### src/pcp_pkg.sv
// constants shared by the pack configuration policy block
`default_nettype none
package pcp_pkg;
    // ****************
    // clock and timing
    // ****************
    localparam int unsigned CLK_HZ          = 10_000_000;
    localparam int unsigned HOLD_TIME_MS    = 1000;
    localparam int unsigned HOLD_CYCLES     = HOLD_TIME_MS * (CLK_HZ / 1000);
    localparam int unsigned TAPER_WINDOWS   = 2;

    // ****************
    // register offsets
    // ****************
    localparam logic [7:0] OFS_OPTIONS_A = 8'h00;
    localparam logic [7:0] OFS_OPTIONS_B = 8'h04;
    localparam logic [7:0] OFS_IRQ_STAT  = 8'h08;
    localparam logic [7:0] OFS_IRQ_MASK  = 8'h0c;
    localparam logic [7:0] OFS_LIVE      = 8'h10;

    // ****************
    // reset values
    // ****************
    localparam logic [15:0] RST_OPTIONS_A = 16'h0f29;
    localparam logic [15:0] RST_OPTIONS_B = 16'h6440;
    localparam logic [3:0]  RST_IRQ_MASK  = 4'h0;

    // ****************
    // option word a fields
    // ****************
    localparam int unsigned A_LED_BASIS   = 12;
    localparam int unsigned A_SERIES_LED  = 2;
    localparam int unsigned A_PRECHG_HI   = 1;
    localparam int unsigned A_PRECHG_LO   = 0;

    // ****************
    // option word b fields
    // ****************
    localparam int unsigned B_FAIL_HI     = 15;
    localparam int unsigned B_FAIL_LO     = 14;
    localparam int unsigned B_RESERVE     = 13;
    localparam int unsigned B_BUS_EXT     = 12;
    localparam int unsigned B_SLEEP_KEEP  = 11;
    localparam int unsigned B_CAP_SYNC    = 10;
    localparam int unsigned B_TERM_CLR    = 9;
    localparam int unsigned B_CYCLE_METH  = 8;
    localparam int unsigned B_SUSP_FET    = 7;
    localparam int unsigned B_OTEMP_FET   = 6;
    localparam int unsigned B_ALARM_FET   = 5;
    localparam int unsigned B_INHIB_FET   = 4;
    localparam int unsigned B_FIXED_PACK  = 3;

    // ****************
    // encodings
    // ****************
    localparam logic [1:0] PRE_NONE   = 2'h3;
    localparam logic [1:0] PRE_OD     = 2'h2;
    localparam logic [1:0] PRE_ALARM_FET_OPEN = 2'h1;
    localparam logic [1:0] PRE_ZVFET  = 2'h0;
    localparam logic [1:0] FAIL_ANY   = 2'h3;
    localparam logic [1:0] FAIL_HOLD  = 2'h1;

    // interrupt status bits
    localparam int unsigned IRQ_TERM_CLR = 0;
    localparam int unsigned IRQ_CAP_LOAD = 1;
    localparam int unsigned IRQ_CHG_OFF  = 2;
    localparam int unsigned IRQ_PF_SHOW  = 3;
    localparam int unsigned IRQ_BITS     = 4;

    typedef enum logic [1:0] {
        PCP_LED_SHOW_BUTTON_IDLE = 2'b00,
        PCP_LED_SHOW_BUTTON_SOC  = 2'b01,
        PCP_LED_SHOW_BUTTON_FAIL = 2'b11
    } pcp_led_show_button_e;
endpackage
`default_nettype wire

### src/pcp_sync2.sv
// two flip-flop synchroniser for asynchronous pins
`default_nettype none
module pcp_sync2 #(
    parameter int unsigned WIDTH = 1,
    parameter logic [WIDTH-1:0] INIT = '0
) (
    input  wire logic             hclk,
    input  wire logic             hresetn,
    input  wire logic [WIDTH-1:0] async_in,
    output var  logic [WIDTH-1:0] sync_out
);
    typedef struct packed {
        logic [WIDTH-1:0] meta;
        logic [WIDTH-1:0] held;
    } pcp_sync_s;

    pcp_sync_s sync_reg;
    pcp_sync_s sync_next;

    initial begin
        if (WIDTH < 1) $error("width must be at least one");
    end

    always_comb begin
        sync_next      = sync_reg;
        sync_next.meta = async_in;
        sync_next.held = sync_reg.meta;
    end

    always_ff @(posedge hclk or negedge hresetn) begin
        if (!hresetn) begin
            sync_reg <= '{meta: INIT, held: INIT};
        end else begin
            sync_reg <= sync_next;
        end
    end

    assign sync_out = sync_reg.held;
endmodule // pcp_sync2
`default_nettype wire

### src/pcp_press_timer.sv
// button press edge and long press detection
`default_nettype none
module pcp_press_timer #(
    parameter int unsigned HOLD_CYCLES = 10_000_000
) (
    input  wire logic hclk,
    input  wire logic hresetn,
    input  wire logic pressed,
    output var  logic press_start,
    output var  logic held_long
);
    localparam int unsigned CW = $clog2(HOLD_CYCLES + 1);

    typedef struct packed {
        logic          was_pressed;
        logic [CW-1:0] count;
        logic          start;
        logic          long_hold;
    } pcp_press_s;

    pcp_press_s pt_reg;
    pcp_press_s pt_next;

    initial begin
        if (HOLD_CYCLES < 1) $error("hold count must be at least one");
    end

    always_comb begin
        pt_next             = pt_reg;
        pt_next.was_pressed = pressed;
        pt_next.start       = pressed && !pt_reg.was_pressed;
        if (!pressed) begin
            pt_next.count     = '0;
            pt_next.long_hold = 1'b0;
        end else if (pt_reg.count != CW'(HOLD_CYCLES)) begin
            pt_next.count = pt_reg.count + CW'(1);
        end else begin
            pt_next.long_hold = 1'b1;
        end
    end

    always_ff @(posedge hclk or negedge hresetn) begin
        if (!hresetn) begin
            pt_reg <= '0;
        end else begin
            pt_reg <= pt_next;
        end
    end

    assign press_start = pt_reg.start;
    assign held_long   = pt_reg.long_hold;
endmodule // pcp_press_timer
`default_nettype wire

### src/pcp_policy.sv
// configuration driven charge, fet and led policy with ahb-lite registers
`default_nettype none
// Functional notes
// - series led: 0 parallel, 1 serial, which blocks fail display
// - precharge path: 11 none, 10 open drain, 01 chg fet, 00 zv fet
// - fail display: 11 any press, 01 long press, else off
// - no permanent failure, no fail display
// - reserve comp: 0 no-load, 1 load-select
// - bus timeout: 0 normal, 1 unlimited
// - fixed pack: sleep keep 0 opens, 1 keeps charge fet
// - capacity sync loads remaining from full capacity on termination
// - term clear clears alarm and full flags after two taper windows
// - cycle method: 0 mAh threshold, 1 percent of full capacity
// - suspend bit opens charge and precharge fets in suspension
// - overtemp bit opens the faulted direction's fet
// - alarm bit: charge fet off while alarm flag set
// - inhibit bit: charge fet off in charge inhibit
// - defaults: fail display 01, parallel led drive
// - soc basis: 0 relative, 1 absolute percent
// - fixed pack: 0 removable, 1 non-removable
module pcp_policy #(
    parameter int unsigned HOLD_CYCLES = pcp_pkg::HOLD_CYCLES
) (
    input  wire logic        hclk,
    input  wire logic        hresetn,
    input  wire logic        hsel,
    input  wire logic [31:0] haddr,
    input  wire logic [1:0]  htrans,
    input  wire logic        hwrite,
    input  wire logic [2:0]  hsize,
    input  wire logic [31:0] hwdata,
    input  wire logic        hready,
    output var  logic        hreadyout,
    output var  logic [31:0] hrdata,
    output var  logic        hresp,
    input  wire logic        led_show_button_n,
    input  wire logic        fail_present,
    input  wire logic        soc_show_done,
    input  wire logic        fail_show_done,
    input  wire logic        charge_enable,
    input  wire logic        discharge_enable,
    input  wire logic        precharge_request,
    input  wire logic        sleep_active,
    input  wire logic        charge_suspend,
    input  wire logic        charge_inhibit,
    input  wire logic        overtemp_chg,
    input  wire logic        overtemp_dsg,
    input  wire logic        terminate_charge_alarm,
    input  wire logic        primary_term,
    input  wire logic        taper_window_end,
    input  wire logic        below_taper,
    output var  logic        chg_fet_on,
    output var  logic        dsg_fet_on,
    output var  logic        zvchg_fet_on,
    output var  logic        open_drain_output,
    output var  logic        soc_display_active,
    output var  logic        fail_display_active,
    output var  logic        series_led_select,
    output var  logic        led_basis_select,
    output var  logic        reserve_load_comp,
    output var  logic        bus_timeout_extend,
    output var  logic        fixed_pack_mode,
    output var  logic        cycle_method_select,
    output var  logic        capacity_load,
    output var  logic        term_flags_clear,
    output var  logic        irq
);
    // ****************
    // state
    // ****************
    typedef struct packed {
        logic [15:0]                    opt_a;
        logic [15:0]                    opt_b;
        logic [pcp_pkg::IRQ_BITS-1:0]   irq_stat;
        logic [pcp_pkg::IRQ_BITS-1:0]   irq_mask;
        pcp_pkg::pcp_led_show_button_e             led_show_button;
        logic                           long_seen;
        logic                           term_pending;
        logic [1:0]                     taper_cnt;
        logic                           ph_valid;
        logic                           ph_write;
        logic [7:0]                     ph_addr;
        logic [31:0]                    rdata;
        logic                           chg_on;
        logic                           dsg_on;
        logic                           zv_on;
        logic                           od_on;
        logic                           cap_load;
        logic                           term_clr;
        logic                           irq_out;
    } pcp_policy_s;

    pcp_policy_s st_reg;
    pcp_policy_s st_next;

    logic button_sync_n;
    logic press_start;
    logic held_long;

    initial begin
        if (HOLD_CYCLES < 1) $error("hold count must be at least one");
    end

    // ****************
    // button input
    // ****************
    pcp_sync2 #(
        .WIDTH (1),
        .INIT  (1'b1)
    ) u_button_sync (
        .hclk     (hclk),
        .hresetn  (hresetn),
        .async_in (led_show_button_n),
        .sync_out (button_sync_n)
    );

    pcp_press_timer #(
        .HOLD_CYCLES (HOLD_CYCLES)
    ) u_press_timer (
        .hclk        (hclk),
        .hresetn     (hresetn),
        .pressed     (!button_sync_n),
        .press_start (press_start),
        .held_long   (held_long)
    );

    // ****************
    // next state
    // ****************
    always_comb begin
        logic       accept;
        logic       rd_stat;
        logic       serial;
        logic [1:0] fail_sel;
        logic [1:0] pre_sel;
        logic       fail_ok;
        logic       chg_block;
        logic       pre_block;
        logic       pre_req;
        logic       term_clr_ev;
        logic       cap_ev;
        logic [pcp_pkg::IRQ_BITS-1:0] ev;

        accept      = 1'b0;
        rd_stat     = 1'b0;
        serial      = 1'b0;
        fail_sel    = 2'h0;
        pre_sel     = 2'h0;
        fail_ok     = 1'b0;
        chg_block   = 1'b0;
        pre_block   = 1'b0;
        pre_req     = 1'b0;
        term_clr_ev = 1'b0;
        cap_ev      = 1'b0;
        ev          = '0;
        st_next     = st_reg;

        // bus data phase: writes land here
        if (st_reg.ph_valid && st_reg.ph_write) begin
            case (st_reg.ph_addr)
                pcp_pkg::OFS_OPTIONS_A: st_next.opt_a = hwdata[15:0];
                pcp_pkg::OFS_OPTIONS_B: st_next.opt_b = hwdata[15:0];
                pcp_pkg::OFS_IRQ_MASK: begin
                    st_next.irq_mask = hwdata[pcp_pkg::IRQ_BITS-1:0];
                end
                default: ;
            endcase
        end

        // bus address phase: whole-word writes, reads of any size, zero wait
        accept = hsel && hready && htrans[1];
        st_next.ph_valid = accept && (hsize == 3'h2);
        st_next.ph_write = hwrite;
        st_next.ph_addr  = haddr[7:0];
        st_next.rdata    = 32'h0;
        if (accept && !hwrite && (haddr[31:8] == 24'h0)) begin
            case (haddr[7:0])
                pcp_pkg::OFS_OPTIONS_A: st_next.rdata = {16'h0, st_reg.opt_a};
                pcp_pkg::OFS_OPTIONS_B: st_next.rdata = {16'h0, st_reg.opt_b};
                pcp_pkg::OFS_IRQ_STAT: begin
                    st_next.rdata = {28'h0, st_reg.irq_stat};
                    rd_stat       = 1'b1;
                end
                pcp_pkg::OFS_IRQ_MASK: begin
                    st_next.rdata = {28'h0, st_reg.irq_mask};
                end
                pcp_pkg::OFS_LIVE: begin
                    st_next.rdata = {22'h0, st_reg.term_pending,
                                     st_reg.taper_cnt, st_reg.led_show_button,
                                     st_reg.od_on, st_reg.zv_on,
                                     st_reg.dsg_on, st_reg.chg_on,
                                     st_reg.long_seen};
                end
                default: st_next.rdata = 32'h0;
            endcase
        end

        // option decode
        serial   = st_reg.opt_a[pcp_pkg::A_SERIES_LED];
        pre_sel  = st_reg.opt_a[pcp_pkg::A_PRECHG_HI:pcp_pkg::A_PRECHG_LO];
        fail_sel = st_reg.opt_b[pcp_pkg::B_FAIL_HI:pcp_pkg::B_FAIL_LO];

        // led display sequence: soc first, fail data after
        if (press_start) begin
            st_next.long_seen = 1'b0;
        end else if (held_long) begin
            st_next.long_seen = 1'b1;
        end
        fail_ok = !serial && fail_present
                  && ((fail_sel == pcp_pkg::FAIL_ANY)
                  || ((fail_sel == pcp_pkg::FAIL_HOLD)
                      && (st_reg.long_seen || held_long)));
        case (st_reg.led_show_button)
            pcp_pkg::PCP_LED_SHOW_BUTTON_IDLE: begin
                if (press_start) st_next.led_show_button = pcp_pkg::PCP_LED_SHOW_BUTTON_SOC;
            end
            pcp_pkg::PCP_LED_SHOW_BUTTON_SOC: begin
                if (soc_show_done) begin
                    if (fail_ok) begin
                        st_next.led_show_button = pcp_pkg::PCP_LED_SHOW_BUTTON_FAIL;
                        ev[pcp_pkg::IRQ_PF_SHOW] = 1'b1;
                    end else begin
                        st_next.led_show_button = pcp_pkg::PCP_LED_SHOW_BUTTON_IDLE;
                    end
                end
            end
            pcp_pkg::PCP_LED_SHOW_BUTTON_FAIL: begin
                if (fail_show_done || serial || !fail_present) begin
                    st_next.led_show_button = pcp_pkg::PCP_LED_SHOW_BUTTON_IDLE;
                end
            end
            default: st_next.led_show_button = pcp_pkg::PCP_LED_SHOW_BUTTON_IDLE;
        endcase

        // primary termination and taper windows
        cap_ev = primary_term
                 && st_reg.opt_b[pcp_pkg::B_CAP_SYNC];
        if (primary_term) begin
            st_next.term_pending = 1'b1;
            st_next.taper_cnt    = 2'h0;
        end else if (st_reg.term_pending && taper_window_end) begin
            if (!below_taper) begin
                st_next.taper_cnt = 2'h0;
            end else if (st_reg.taper_cnt == 2'(pcp_pkg::TAPER_WINDOWS - 1)) begin
                st_next.taper_cnt    = 2'h0;
                st_next.term_pending = 1'b0;
                term_clr_ev = st_reg.opt_b[pcp_pkg::B_TERM_CLR];
            end else begin
                st_next.taper_cnt = st_reg.taper_cnt + 2'h1;
            end
        end
        st_next.cap_load = cap_ev;
        st_next.term_clr = term_clr_ev;
        ev[pcp_pkg::IRQ_CAP_LOAD] = cap_ev;
        ev[pcp_pkg::IRQ_TERM_CLR] = term_clr_ev;

        // fet policy
        pre_block = charge_suspend
                    && st_reg.opt_b[pcp_pkg::B_SUSP_FET];
        chg_block = pre_block
                    || (overtemp_chg
                        && st_reg.opt_b[pcp_pkg::B_OTEMP_FET])
                    || (terminate_charge_alarm
                        && st_reg.opt_b[pcp_pkg::B_ALARM_FET])
                    || (charge_inhibit
                        && st_reg.opt_b[pcp_pkg::B_INHIB_FET])
                    || (sleep_active
                        && st_reg.opt_b[pcp_pkg::B_FIXED_PACK]
                        && !st_reg.opt_b[pcp_pkg::B_SLEEP_KEEP]);
        pre_req = precharge_request && !pre_block;
        st_next.chg_on = !chg_block && (charge_enable
                         || (pre_req && (pre_sel == pcp_pkg::PRE_ALARM_FET_OPEN)));
        st_next.zv_on  = pre_req && (pre_sel == pcp_pkg::PRE_ZVFET);
        st_next.od_on  = pre_req && (pre_sel == pcp_pkg::PRE_OD);
        st_next.dsg_on = discharge_enable && !(overtemp_dsg
                         && st_reg.opt_b[pcp_pkg::B_OTEMP_FET]);
        ev[pcp_pkg::IRQ_CHG_OFF] = st_reg.chg_on && !st_next.chg_on;

        // sticky status, read clears, a new event wins over the clear
        st_next.irq_stat = (rd_stat ? '0 : st_reg.irq_stat) | ev;
        st_next.irq_out  = |(st_next.irq_stat & st_next.irq_mask);
    end

    always_ff @(posedge hclk or negedge hresetn) begin
        if (!hresetn) begin
            st_reg          <= '0;
            st_reg.opt_a    <= pcp_pkg::RST_OPTIONS_A;
            st_reg.opt_b    <= pcp_pkg::RST_OPTIONS_B;
            st_reg.irq_mask <= pcp_pkg::RST_IRQ_MASK;
            st_reg.led_show_button     <= pcp_pkg::PCP_LED_SHOW_BUTTON_IDLE;
        end else begin
            st_reg <= st_next;
        end
    end

    // ****************
    // outputs
    // ****************
    assign hreadyout           = 1'b1;
    assign hresp               = 1'b0;
    assign hrdata              = st_reg.rdata;
    assign chg_fet_on          = st_reg.chg_on;
    assign dsg_fet_on          = st_reg.dsg_on;
    assign zvchg_fet_on        = st_reg.zv_on;
    assign open_drain_output   = st_reg.od_on;
    assign soc_display_active  = (st_reg.led_show_button == pcp_pkg::PCP_LED_SHOW_BUTTON_SOC);
    assign fail_display_active = (st_reg.led_show_button == pcp_pkg::PCP_LED_SHOW_BUTTON_FAIL);
    assign series_led_select   = st_reg.opt_a[pcp_pkg::A_SERIES_LED];
    assign led_basis_select    = st_reg.opt_a[pcp_pkg::A_LED_BASIS];
    assign reserve_load_comp   = st_reg.opt_b[pcp_pkg::B_RESERVE];
    assign bus_timeout_extend  = st_reg.opt_b[pcp_pkg::B_BUS_EXT];
    assign fixed_pack_mode     = st_reg.opt_b[pcp_pkg::B_FIXED_PACK];
    assign cycle_method_select = st_reg.opt_b[pcp_pkg::B_CYCLE_METH];
    assign capacity_load       = st_reg.cap_load;
    assign term_flags_clear    = st_reg.term_clr;
    assign irq                 = st_reg.irq_out;
endmodule // pcp_policy
`default_nettype wire

### config.mk
export PLATFORM = sky130hd
export DESIGN_NAME = pcp_policy
export DESIGN_NICKNAME = d
export VERILOG_FILES = /design/src/pcp_pkg.sv /design/src/pcp_sync2.sv /design/src/pcp_press_timer.sv /design/src/pcp_policy.sv
export SDC_FILE = /design/constraint.sdc
export NUM_CORES = 1
export LEC_CHECK = 0
export BUFFER_PORTS_ARGS = -buffer_cell sky130_fd_sc_hd__buf_2
export CAP_MARGIN = 10
export CORE_AREA = 2 2 100 102
export DETAILED_ROUTE_END_ITERATION = 7
export DIE_AREA = 0 0 102 104
export PLACE_DENSITY = 0.78
export SLEW_MARGIN = 20
export SYNTH_ARGS = -nofsm -noshare
export SYNTH_HDL_FRONTEND = slang
export SYNTH_SLANG_ARGS = --single-unit
export TNS_END_PERCENT = 30
### constraint.sdc
create_clock -name hclk -period 2.8 [get_ports hclk]
set_clock_uncertainty 0.1 [all_clocks]
set_input_delay 0.14 -clock hclk [delete_from_list [all_inputs] [get_ports hclk]]
set_output_delay 0.14 -clock hclk [all_outputs]
set_load 0.05 [all_outputs]
==> results.cfg, run 1 <==
[worst_setup_path]
cp.arrival_ns = 2.52
path_class = input pin to flip-flop
worstSetupEndpoint = hrdata[2]$_DFF_PN0_
startpoint_type = input pin
r2r-end = irq$_DFF_PN0_
worstPathMaxFanout = 16
endpoint_kind = flip-flop
cp-startpoint = haddr[1]
reg2reg_from = st_reg[44]$_DFF_PN0_
crit_required_ns = 2.97
r2r_slack_ns = 0.64
reg2reg_depth = 5

[detailed_routing]
top_layer_used = met4
vias = 3614
drt-total-wl_um = 11300
wire_per_inst_um = 16.5
wl_met1_um = 4600
dr_wl_met2_um = 5840
drt_iter0_drc = 201
antenna_left = 0
drt_pre_antenna_iters = 5
post-route-drc-count = 0
vias_per_cell = 5.26
routed-wl-met3_um = 592

[yosys]
synth-edff-count = 0
ys_seq_elements = 108
async_reset_ff_frac = 1.00
synth_area_leaders = dfrtp_1 50%, mux2_2 8.0%, dfstp_2 7.1%, buf_4 5.3%, nor2_1 3.8%
seq_area_frac_synth = 0.566
synth_top_flop_cell = dfrtp_1
yosysTopAreaCellShare = 0.495
synth_area_mm2 = 0.00480
synth_top_area_cell = dfrtp_1
syn_area_per_cell_um2 = 11.4
ys.warnings.count = 0
synth_cell_types = 49
syn_inst = 420

[sta]
fin_tns_setup_ns = 0
finalMaxSlewViolations = 0
hold_viol_final = 0
rsz0062_at_grt = no
hold_ws_ns = 0.0214
setup-violations-final = 0
maxSlewHeadroom = 0.626
min_period_ns = 2.35
fin_ws_ns = 0.446
worst_pin_slew_ns = 0.561
fin_crit_sh = 0.841
max_freq_mhz = 425

[global_route]
grt_overflow = 0
grt_pass1_vias = 3829
globalRouteTotalUtil = 0.222
grt_max_degree = 68
grt_pass1_wl_um = 18300
antenna_found_initial = 0

[clock_network]
cts_resized = 0
path_clk_slew_ns = 0.09
root_buffer = clkbuf_8
cts_tree = built
max-clock-path-buffers = 2
cts_num_sinks = 108
clk_latency_ns = 0.37
numCtsBuffers = 9
cts-htree-levels = 3

[min_path]
worstHoldPathType = input pin to flip-flop

[floorplanning]
start_util = 0.503
die_w_um = 102
core_region_area_mm2 = 0.00955
rows = 36
die_h_um = 104
ios = 139
dieArea_mm2 = 0.0106

[finish]
largest_reg_flops = 50
nets = 641
fill_cells = 740
drive_gt1_frac = 0.318
multiInputGateArea_mm2 = 0.00179
seq_area_mm2 = 0.00272
areaGrowthSynthToFinish_pct = 23.3
diodes = 0

[place]
port_buffers = 103
gp_congestion = 0.839
post-dp-hpwl_um = 7690
pre_cts_ws_ns = 0.335

[power]
power_mw = 3.05
powerDensity_mw_per_mm2 = 515
peakVddDrop_mv = 0.206
p_leak_nw = 2.73

[run_status]
status = finished, final reports clean

[flow_run]
maxCapViolCount = 0
==> worst max-delay path: stages <==
cell and delay, ns:
dlygate4sd3_1 0.54, buf_2 0.14, or4_1 0.55, nor3_1 0.37
and2_1 0.19, buf_4 0.23, a222oi_1 0.12, a31oi_1 0.23
==> through the flow <==
step                      area (um^2)  instances  utilization
after floorplan                  4860        436            -
final                            5920        687        0.620
after detailed placement         5310        632        0.556
after global routing             5920        687        0.620
after CTS                        5920        687        0.620
after global placement           5310        632        0.556
==> layout make-up <==
type                       count  area share
tap                          133      0.0281
inverter                      13     0.00824
timing repair buffer         149       0.164
clock buffer                  12      0.0245
clock inverter                 4      0.0125
multi-input combinational    268       0.303
sequential                   108       0.459
==> cell usage in the layout, fill, tap and decap left out, types with 5 or more instances in the layout <==
master	count
dfstp_2	13
a22oi_1	7
conb_1	18
nand2_1	27
nor2_1	48
and2_1	5
a21oi_1	5
nor4_1	14
xor2_1	6
a222oi_1	10
xnor2_1	14
mux2_2	34
buf_2	102
nand3_1	9
inv_1	13
dfrtp_1	95
buf_4	7
nor3_1	6
nand4_1	5
dlygate4sd3_1	39
clkbuf_8	10
and3_1	5
a31oi_1	6
nor4bb_1	5
==> power breakdown <==
group | total (mW) | switching, mW | internal, mW
Sequential | 1.66 | 0.0539 | 1.61
Combinational | 0.352 | 0.215 | 0.137
Clock | 1.03 | 0.502 | 0.530
Total | 3.05 | 0.772 | 2.28
==> worst min-delay path by stage <==
stage | from | end | depth (start not counted)
global placement | hresetn | st_reg[40]$_DFF_PN0_ | 1
CTS | charge_inhibit | chg_fet_on$_DFF_PN0_ | 4
detailed placement | hresetn | st_reg[40]$_DFF_PN0_ | 1
finish | charge_inhibit | chg_fet_on$_DFF_PN0_ | 4
floorplan | hresetn | bus_timeout_extend$_DFFE_PN0P_ | 0
global route | charge_inhibit | chg_fet_on$_DFF_PN0_ | 4
==> cell families after synthesis <==
family	share of synthesized area
and+or+nand+nor	0.164
DFF	0.566
xor gates and xnor gates	0.0365
other	0.00156
AOI/OAI and AO/OA	0.0667
buffers and inverters	0.0735
adders and majority gates	0.00521
muxes	0.0860
==> routing by layer <==
| layer | track usage | vias up |
|---|---|---|
| met5 | 0 | - |
| met4 | 0.0952 | 0 |
| met3 | 0.0316 | 24 |
| met2 | 0.384 | 114 |
| met1 | 0.273 | 1778 |
| li1 | - | 1698 |
==> synthesized netlist by cell type (2+ instances only) <==
cell type,count
ha_1,2
buf_4,34
and3_1,5
nand4_1,5
a22oi_1,7
conb_1,2
nor4_1,14
inv_1,13
nor4b_1,2
a222oi_1,10
mux2_2,34
nor4bb_1,5
mux2i_1,3
or4_1,3
and2_1,5
or3_1,4
clkbuf_1,13
a21oi_1,5
xor2_1,6
nor2b_1,3
xnor2_1,14
nand3_1,9
a31oi_1,6
nor3_1,7
and4_1,4
o21ai_0,2
dfstp_2,13
nor2_1,48
nand2_1,27
or2_2,2
dfrtp_1,95
==> what timing repair did <==
| action | in CTS | in global routing |
|---|---|---|
| hold endpoints to repair | 94 | 0 |
| buffers inserted | 0 | 0 |
| hold buffers | 39 | 0 |
Note: power is estimated with default switching activity, not from simulation.
==> inputs of run 2 (changes only) <==
--- a/config.mk
+++ b/config.mk
@@ -7,10 +7,10 @@
 export LEC_CHECK = 0
 export BUFFER_PORTS_ARGS = -buffer_cell sky130_fd_sc_hd__buf_2
 export CAP_MARGIN = 10
-export CORE_AREA = 2 2 100 102
+export CORE_AREA = 2 2 105 107
 export DETAILED_ROUTE_END_ITERATION = 7
-export DIE_AREA = 0 0 102 104
-export PLACE_DENSITY = 0.78
+export DIE_AREA = 0 0 107 109
+export PLACE_DENSITY = 0.75
 export SLEW_MARGIN = 20
 export SYNTH_ARGS = -nofsm -noshare
 export SYNTH_HDL_FRONTEND = slang
==> constraint.sdc (replaced) <==
create_clock -name hclk -period 2 [get_ports hclk]
set_clock_uncertainty 0.1 [all_clocks]
set_input_delay 0.1 -clock hclk [delete_from_list [all_inputs] [get_ports hclk]]
set_output_delay 0.1 -clock hclk [all_outputs]
set_load 0.05 [all_outputs]
==> results.cfg, run 2 (same netlist as run 1, synthesis figures left out) <==
[run_status]
status = finished, final reports clean

[clock_network]
path_clk_slew_ns = 0.11
cts_num_sinks = 108
cts-htree-levels = 3
max-clock-path-buffers = 2
root_buffer = clkbuf_8
clk_latency_ns = 0.37
cts_tree = built
numCtsBuffers = 9

[detailed_routing]
post-route-drc-count = 0
drt-total-wl_um = 11600
antenna_left = 0
vias = 3725
wire_per_inst_um = 16.5
vias_per_cell = 5.29
drt_iter0_drc = 220
drt_pre_antenna_iters = 5

[power]
p_leak_nw = 2.78
switching_share = 0.289
power_mw = 4.15
peakVddDrop_mv = 0.340
p_int_mw = 2.95
powerDensity_mw_per_mm2 = 683
clkPwrFrac = 0.316
combPwrFrac = 0.123
switchingPower_mw = 1.20
power_frac_seq = 0.562

[sta]
hold_ws_ns = 0.0330
finalMaxSlewViolations = 0
maxSlewHeadroom = 0.665
fin_tns_setup_ns = 0
worst_pin_slew_ns = 0.502
fin_crit_sh = 0.989
min_period_ns = 1.98
hold_viol_final = 0
max_freq_mhz = 505
setup-violations-final = 0
rsz0062_at_grt = yes

[worst_setup_path]
path_class = input pin to flip-flop
cp.arrival_ns = 2.14
crit_required_ns = 2.17
endpoint_kind = flip-flop
worstPathMaxFanout = 4
startpoint_type = input pin

[floorplanning]
start_util = 0.453
dieArea_mm2 = 0.0117
die_w_um = 107
ios = 139
die_h_um = 109
core_region_area_mm2 = 0.0106
rows = 38

[finish]
final_area_mm2 = 0.00608
multiInputGateArea_mm2 = 0.00185
drive_gt1_frac = 0.344
nets = 651
diodes = 0
fin_util = 0.574
largest_reg_flops = 50
fill_cells = 851
layout_commonest_cell = buf_2
seq_area_mm2 = 0.00272
layout_common_cells = 102 x buf_2, 95 x dfrtp_1, 48 x nor2_1
areaGrowthSynthToFinish_pct = 26.7

[place]
gp_congestion = 0.858
port_buffers = 103
post-dp-hpwl_um = 8110
placed_area_mm2 = 0.00541

[global_route]
use_met2 = 0.357
grt_pass1_vias = 3739
met3_usage = 0.0383
grtUsageMet1 = 0.249
grt_overflow = 0
grt_busiest_layer = met2
globalRouteTotalUtil = 0.203
grt_pass1_wl_um = 18300
grt_max_degree = 40
antenna_found_initial = 0

[flow_run]
maxCapViolCount = 0

[min_path]
worstHoldPathType = input pin to flip-flop
-- run 2: changes by cell type in the layout (fill, tap and decap cells not counted), sizes merged --
cell         delta
bufinv          -2
inv             +4
dlygate4sd3     +2
buf             +8
clkbuf          -3
clkinvlp        +1
-- run 2: cell type report --
| type | count | share of cell area |
|---|---|---|
| well taps | 140 | 0.0288 |
| inverters | 13 | 0.00802 |
| multi-input cells | 268 | 0.304 |
| clock inverters | 7 | 0.0123 |
| repair buffers | 159 | 0.179 |
| flip-flops and latches | 108 | 0.447 |
| clock buffers | 9 | 0.0204 |
-- run 2: final timing paths --
check	cells past startpoint	from	slack, ns	to
max	6	haddr[21]	0.02	irq$_DFF_PN0_
min	4	below_taper	0.03	st_reg[50]$_DFFE_PN0P_
max reg2reg	4	st_reg[40]$_DFF_PN0_	0.04	irq$_DFF_PN0_
min reg2reg	0	u_button_sync.sync_next[0]$_DFF_PN1_	0.27	u_button_sync.sync_out$_DFF_PN1_
max in group asynchronous	3	hresetn	1.03	st_reg[84]$_DFFE_PN1P_
min in group asynchronous	2	hresetn	0.11	st_reg[44]$_DFF_PN0_
-- run 2: metrics by stage --
stage / setup slack, ns / cells
after floorplan: -0.189 / 436
after global placement: -0.314 / 646
after detailed placement: -0.414 / 646
after CTS: 0.0311 / 703
after global routing: -0.0604 / 704
final: 0.0214 / 704
-- run 2: worst max-delay path: stages --
cell and delay (ns):
buf_2 0.10, or4_1 0.50, or4_4 0.56, or3_1 0.36, o2bb2ai_1 0.17, a221o_1 0.36
-- run 2: what timing repair did --
| action | in CTS | in global routing |
|---|---|---|
| gates resized for setup | 4 | 6 |
| setup buffers | 0 | 1 |
| hold buffers | 41 | 0 |
| pin swaps | 0 | 1 |
| setup endpoints to repair | 1 | 5 |
| gates cloned | 0 | 0 |
| endpoints found under the hold margin | 138 | 0 |
-- run 2: per-layer routing --
metal,up-vias,wire (um)
li1,1718,-
met1,1854,4670
met2,131,5980
met3,22,693
met4,0,300
met5,-,0
-- run 2: power by group through the flow --
| stage | clock [mW] | combinational [mW] | sequential [mW] |
|---|---|---|---|
| 6_report | 1.31 | 0.509 | 2.33 |
| 5_1_grt | 1.43 | 0.548 | 2.34 |
| 4_1_cts | 1.35 | 0.506 | 2.33 |
| 3_5_place_dp | 0 | 0.445 | 2.37 |
| 3_3_place_gp | 0 | 0.431 | 2.36 |
| 2_1_floorplan | 0 | 0.258 | 2.37 |
==> inputs of run 3 (changes only) <==
--- a/config.mk
+++ b/config.mk
@@ -5,11 +5,12 @@
 export SDC_FILE = /design/constraint.sdc
 export NUM_CORES = 1
 export LEC_CHECK = 0
+export ABC_AREA = 1
 export BUFFER_PORTS_ARGS = -buffer_cell sky130_fd_sc_hd__buf_2
 export CAP_MARGIN = 10
-export CORE_AREA = 2 2 105 107
+export CORE_AREA = 4 4 110 112
 export DETAILED_ROUTE_END_ITERATION = 7
-export DIE_AREA = 0 0 107 109
+export DIE_AREA = 0 0 114 116
 export PLACE_DENSITY = 0.75
 export SLEW_MARGIN = 20
 export SYNTH_ARGS = -nofsm -noshare
==> results.cfg, run 3 <==
[run_status]
status = finished, final reports clean

[sta]
min_period_ns = 1.83
hold_viol_final = 0
finalMaxSlewViolations = 0
max_freq_mhz = 546
hold_ws_ns = 0.0271
maxSlewHeadroom = 0.605
fin_tns_setup_ns = 0
fin_ws_ns = 0.167
rsz0062_at_grt = no
setup-violations-final = 0
worst_pin_slew_ns = 0.591
fin_crit_sh = 0.916

[worst_setup_path]
crit_top_cell = nand2_1
max_stage_delay_ns = 0.54
worstPathCellList = dlygate4sd3_1, buf_2, inv_1, nand2_1, inv_2, nand3_1, nor2_2, nand3_1, nand2_1, nand2_1, nand2_1, nand2_1, inv_1, nand2_1
startpoint_type = input pin
path_class = input pin to flip-flop
endpoint_kind = flip-flop
cp_slowest_cell = dlygate4sd3_1
crit_required_ns = 2.14
worstPathMaxFanout = 5
cp.arrival_ns = 1.97

[power]
powerDensity_mw_per_mm2 = 719
p_leak_nw = 3.33
peakVddDrop_mv = 0.437
power_mw = 4.61

[clock_network]
path_clk_slew_ns = 0.07
root_buffer = clkbuf_16
cts-htree-levels = 3
numCtsBuffers = 9
cts_num_sinks = 108
cts_tree = built
clk_latency_ns = 0.35
cts_setup_buffers = 0
max-clock-path-buffers = 2

[finish]
fill_cells = 974
diodes = 0
final_area_mm2 = 0.00642
largest_reg_flops = 50
layout_common_cells = 156 x nand2_1, 102 x buf_2, 95 x dfrtp_1
areaGrowthSynthToFinish_pct = 23.4
drive_gt1_frac = 0.219
layout_commonest_cell = nand2_1
nets = 859

[global_route]
globalRouteTotalUtil = 0.188
grt_overflow = 0
antenna_found_initial = 0
grt_max_degree = 73
grt_pass1_vias = 4294
grt_pass1_wl_um = 19800

[yosys]
syn_area_per_cell_um2 = 8.16
async_reset_ff_frac = 1.00
ys.warnings.count = 0
ys_seq_elements = 108
synth-edff-count = 0
synth_top_flop_cell = dfrtp_1
synth_top_area_cell = dfrtp_1
synth_area_mm2 = 0.00520
syn_inst = 638
synth.cells.most_frequent = 156 x nand2_1, 95 x dfrtp_1, 84 x inv_1
synth_area_leaders = dfrtp_1 46%, nand2_1 11%, dfstp_2 6.6%, inv_1 6.1%, buf_4 5.0%
yosysTopAreaCellShare = 0.457
seq_area_frac_synth = 0.522
post-synth-top-count-cell = nand2_1
synth_cell_types = 35

[floorplanning]
dieArea_mm2 = 0.0132
die_w_um = 114
core_region_area_mm2 = 0.0112
rows = 39
ios = 139
die_h_um = 116
start_util = 0.464

[place]
placed_area_mm2 = 0.00571
gp_congestion = 0.852
post-dp-hpwl_um = 8750
pre_cts_ws_ns = 0.332
port_buffers = 103

[detailed_routing]
post-route-drc-count = 0
vias = 4450
drt_iter0_drc = 263
antenna_left = 0
wire_per_inst_um = 13.5
vias_per_cell = 4.86
drt_pre_antenna_iters = 4
drt-total-wl_um = 12300

[min_path]
worstHoldPathType = input pin to flip-flop

[flow_run]
maxCapViolCount = 0
## run 3: cell types whose count changed after synthesis, sizes merged, moves of 13 or more
cell / previous run / this run
nand2: 27 / 160
inv: 13 / 93
o21ai: 3 / 66
a21oi: 5 / 39
mux2: 34 / 0
nand3: 9 / 23
nor2: 48 / 62
xnor2: 14 / 0
nor3: 7 / 20
## run 3: area by class of cell
type | instances | area, um^2 | area share
flip-flops and latches | 108 | 2720 | 0.423
multi-input cells | 407 | 1900 | 0.295
repair buffers | 147 | 958 | 0.149
inverters | 94 | 353 | 0.0549
clock buffers | 9 | 225 | 0.0351
well taps | 143 | 179 | 0.0279
clock inverters | 7 | 91.3 | 0.0142
## run 3: repair_timing
action / CTS / global route
hold endpoints to repair: 152 / 0
setup endpoints to repair: 0 / 8
resized for setup: 0 / 1
hold buffers: 39 / 0
## run 3: worst paths after layout
kind	from	end	slack [ns]	depth (start not counted)
worst max-delay path	haddr[1]	irq$_DFF_PN0_	0.17	14
max in group asynchronous	hresetn	st_reg[88]$_DFFE_PN1P_	0.96	3
worst max register to register	st_reg[54]$_DFFE_PN0P_	st_reg[54]$_DFFE_PN0P_	0.27	8
worst min register to register	u_button_sync.sync_next[0]$_DFF_PN1_	u_button_sync.sync_out$_DFF_PN1_	0.26	0
min in group asynchronous	hresetn	st_reg[67]$_DFFE_PN0P_	0.11	2
worst min-delay path	soc_show_done	st_reg[62]$_DFF_PN0_	0.03	3
## run 3: metal layers
metal | vias to the layer above | routed length [um] | GRT usage
met4 | 0 | 144 | 0.0530
li1 | 2215 | - | -
met1 | 2078 | 4910 | 0.227
met3 | 12 | 859 | 0.0460
met5 | - | 0 | 0
met2 | 145 | 6420 | 0.335
## run 3: kinds of logic after synthesis
| family | after synthesis | synth area share |
|---|---|---|
| other | 2 | 0.00144 |
| AO/OA/AOI/OAI | 110 | 0.111 |
| adder cells (fa/ha/maj) | 2 | 0.00481 |
| AND/OR/NAND/NOR | 277 | 0.234 |
| flip-flops | 108 | 0.522 |
| buffers and inverters | 139 | 0.126 |
## run 3: power by group
group	switching [mW]	total (mW)	leakage, nW	internal, mW
combinational	0.332	0.504	1.90	0.172
clock	0.848	1.85	0.151	1.00
sequential	0.0314	2.26	1.28	2.23
## run 3: critical path: cells and delay by family
family                 cells  cell delay [ns]
buffers and inverters      5             0.84
and+or+nand+nor            9             1.02
## run 3: stage by stage
step,util,std cells
2_1_floorplan,-,654
3_3_place_gp,0.508,860
3_5_place_dp,0.508,860
4_1_cts,0.571,915
5_1_grt,0.572,915
6_report,0.572,915
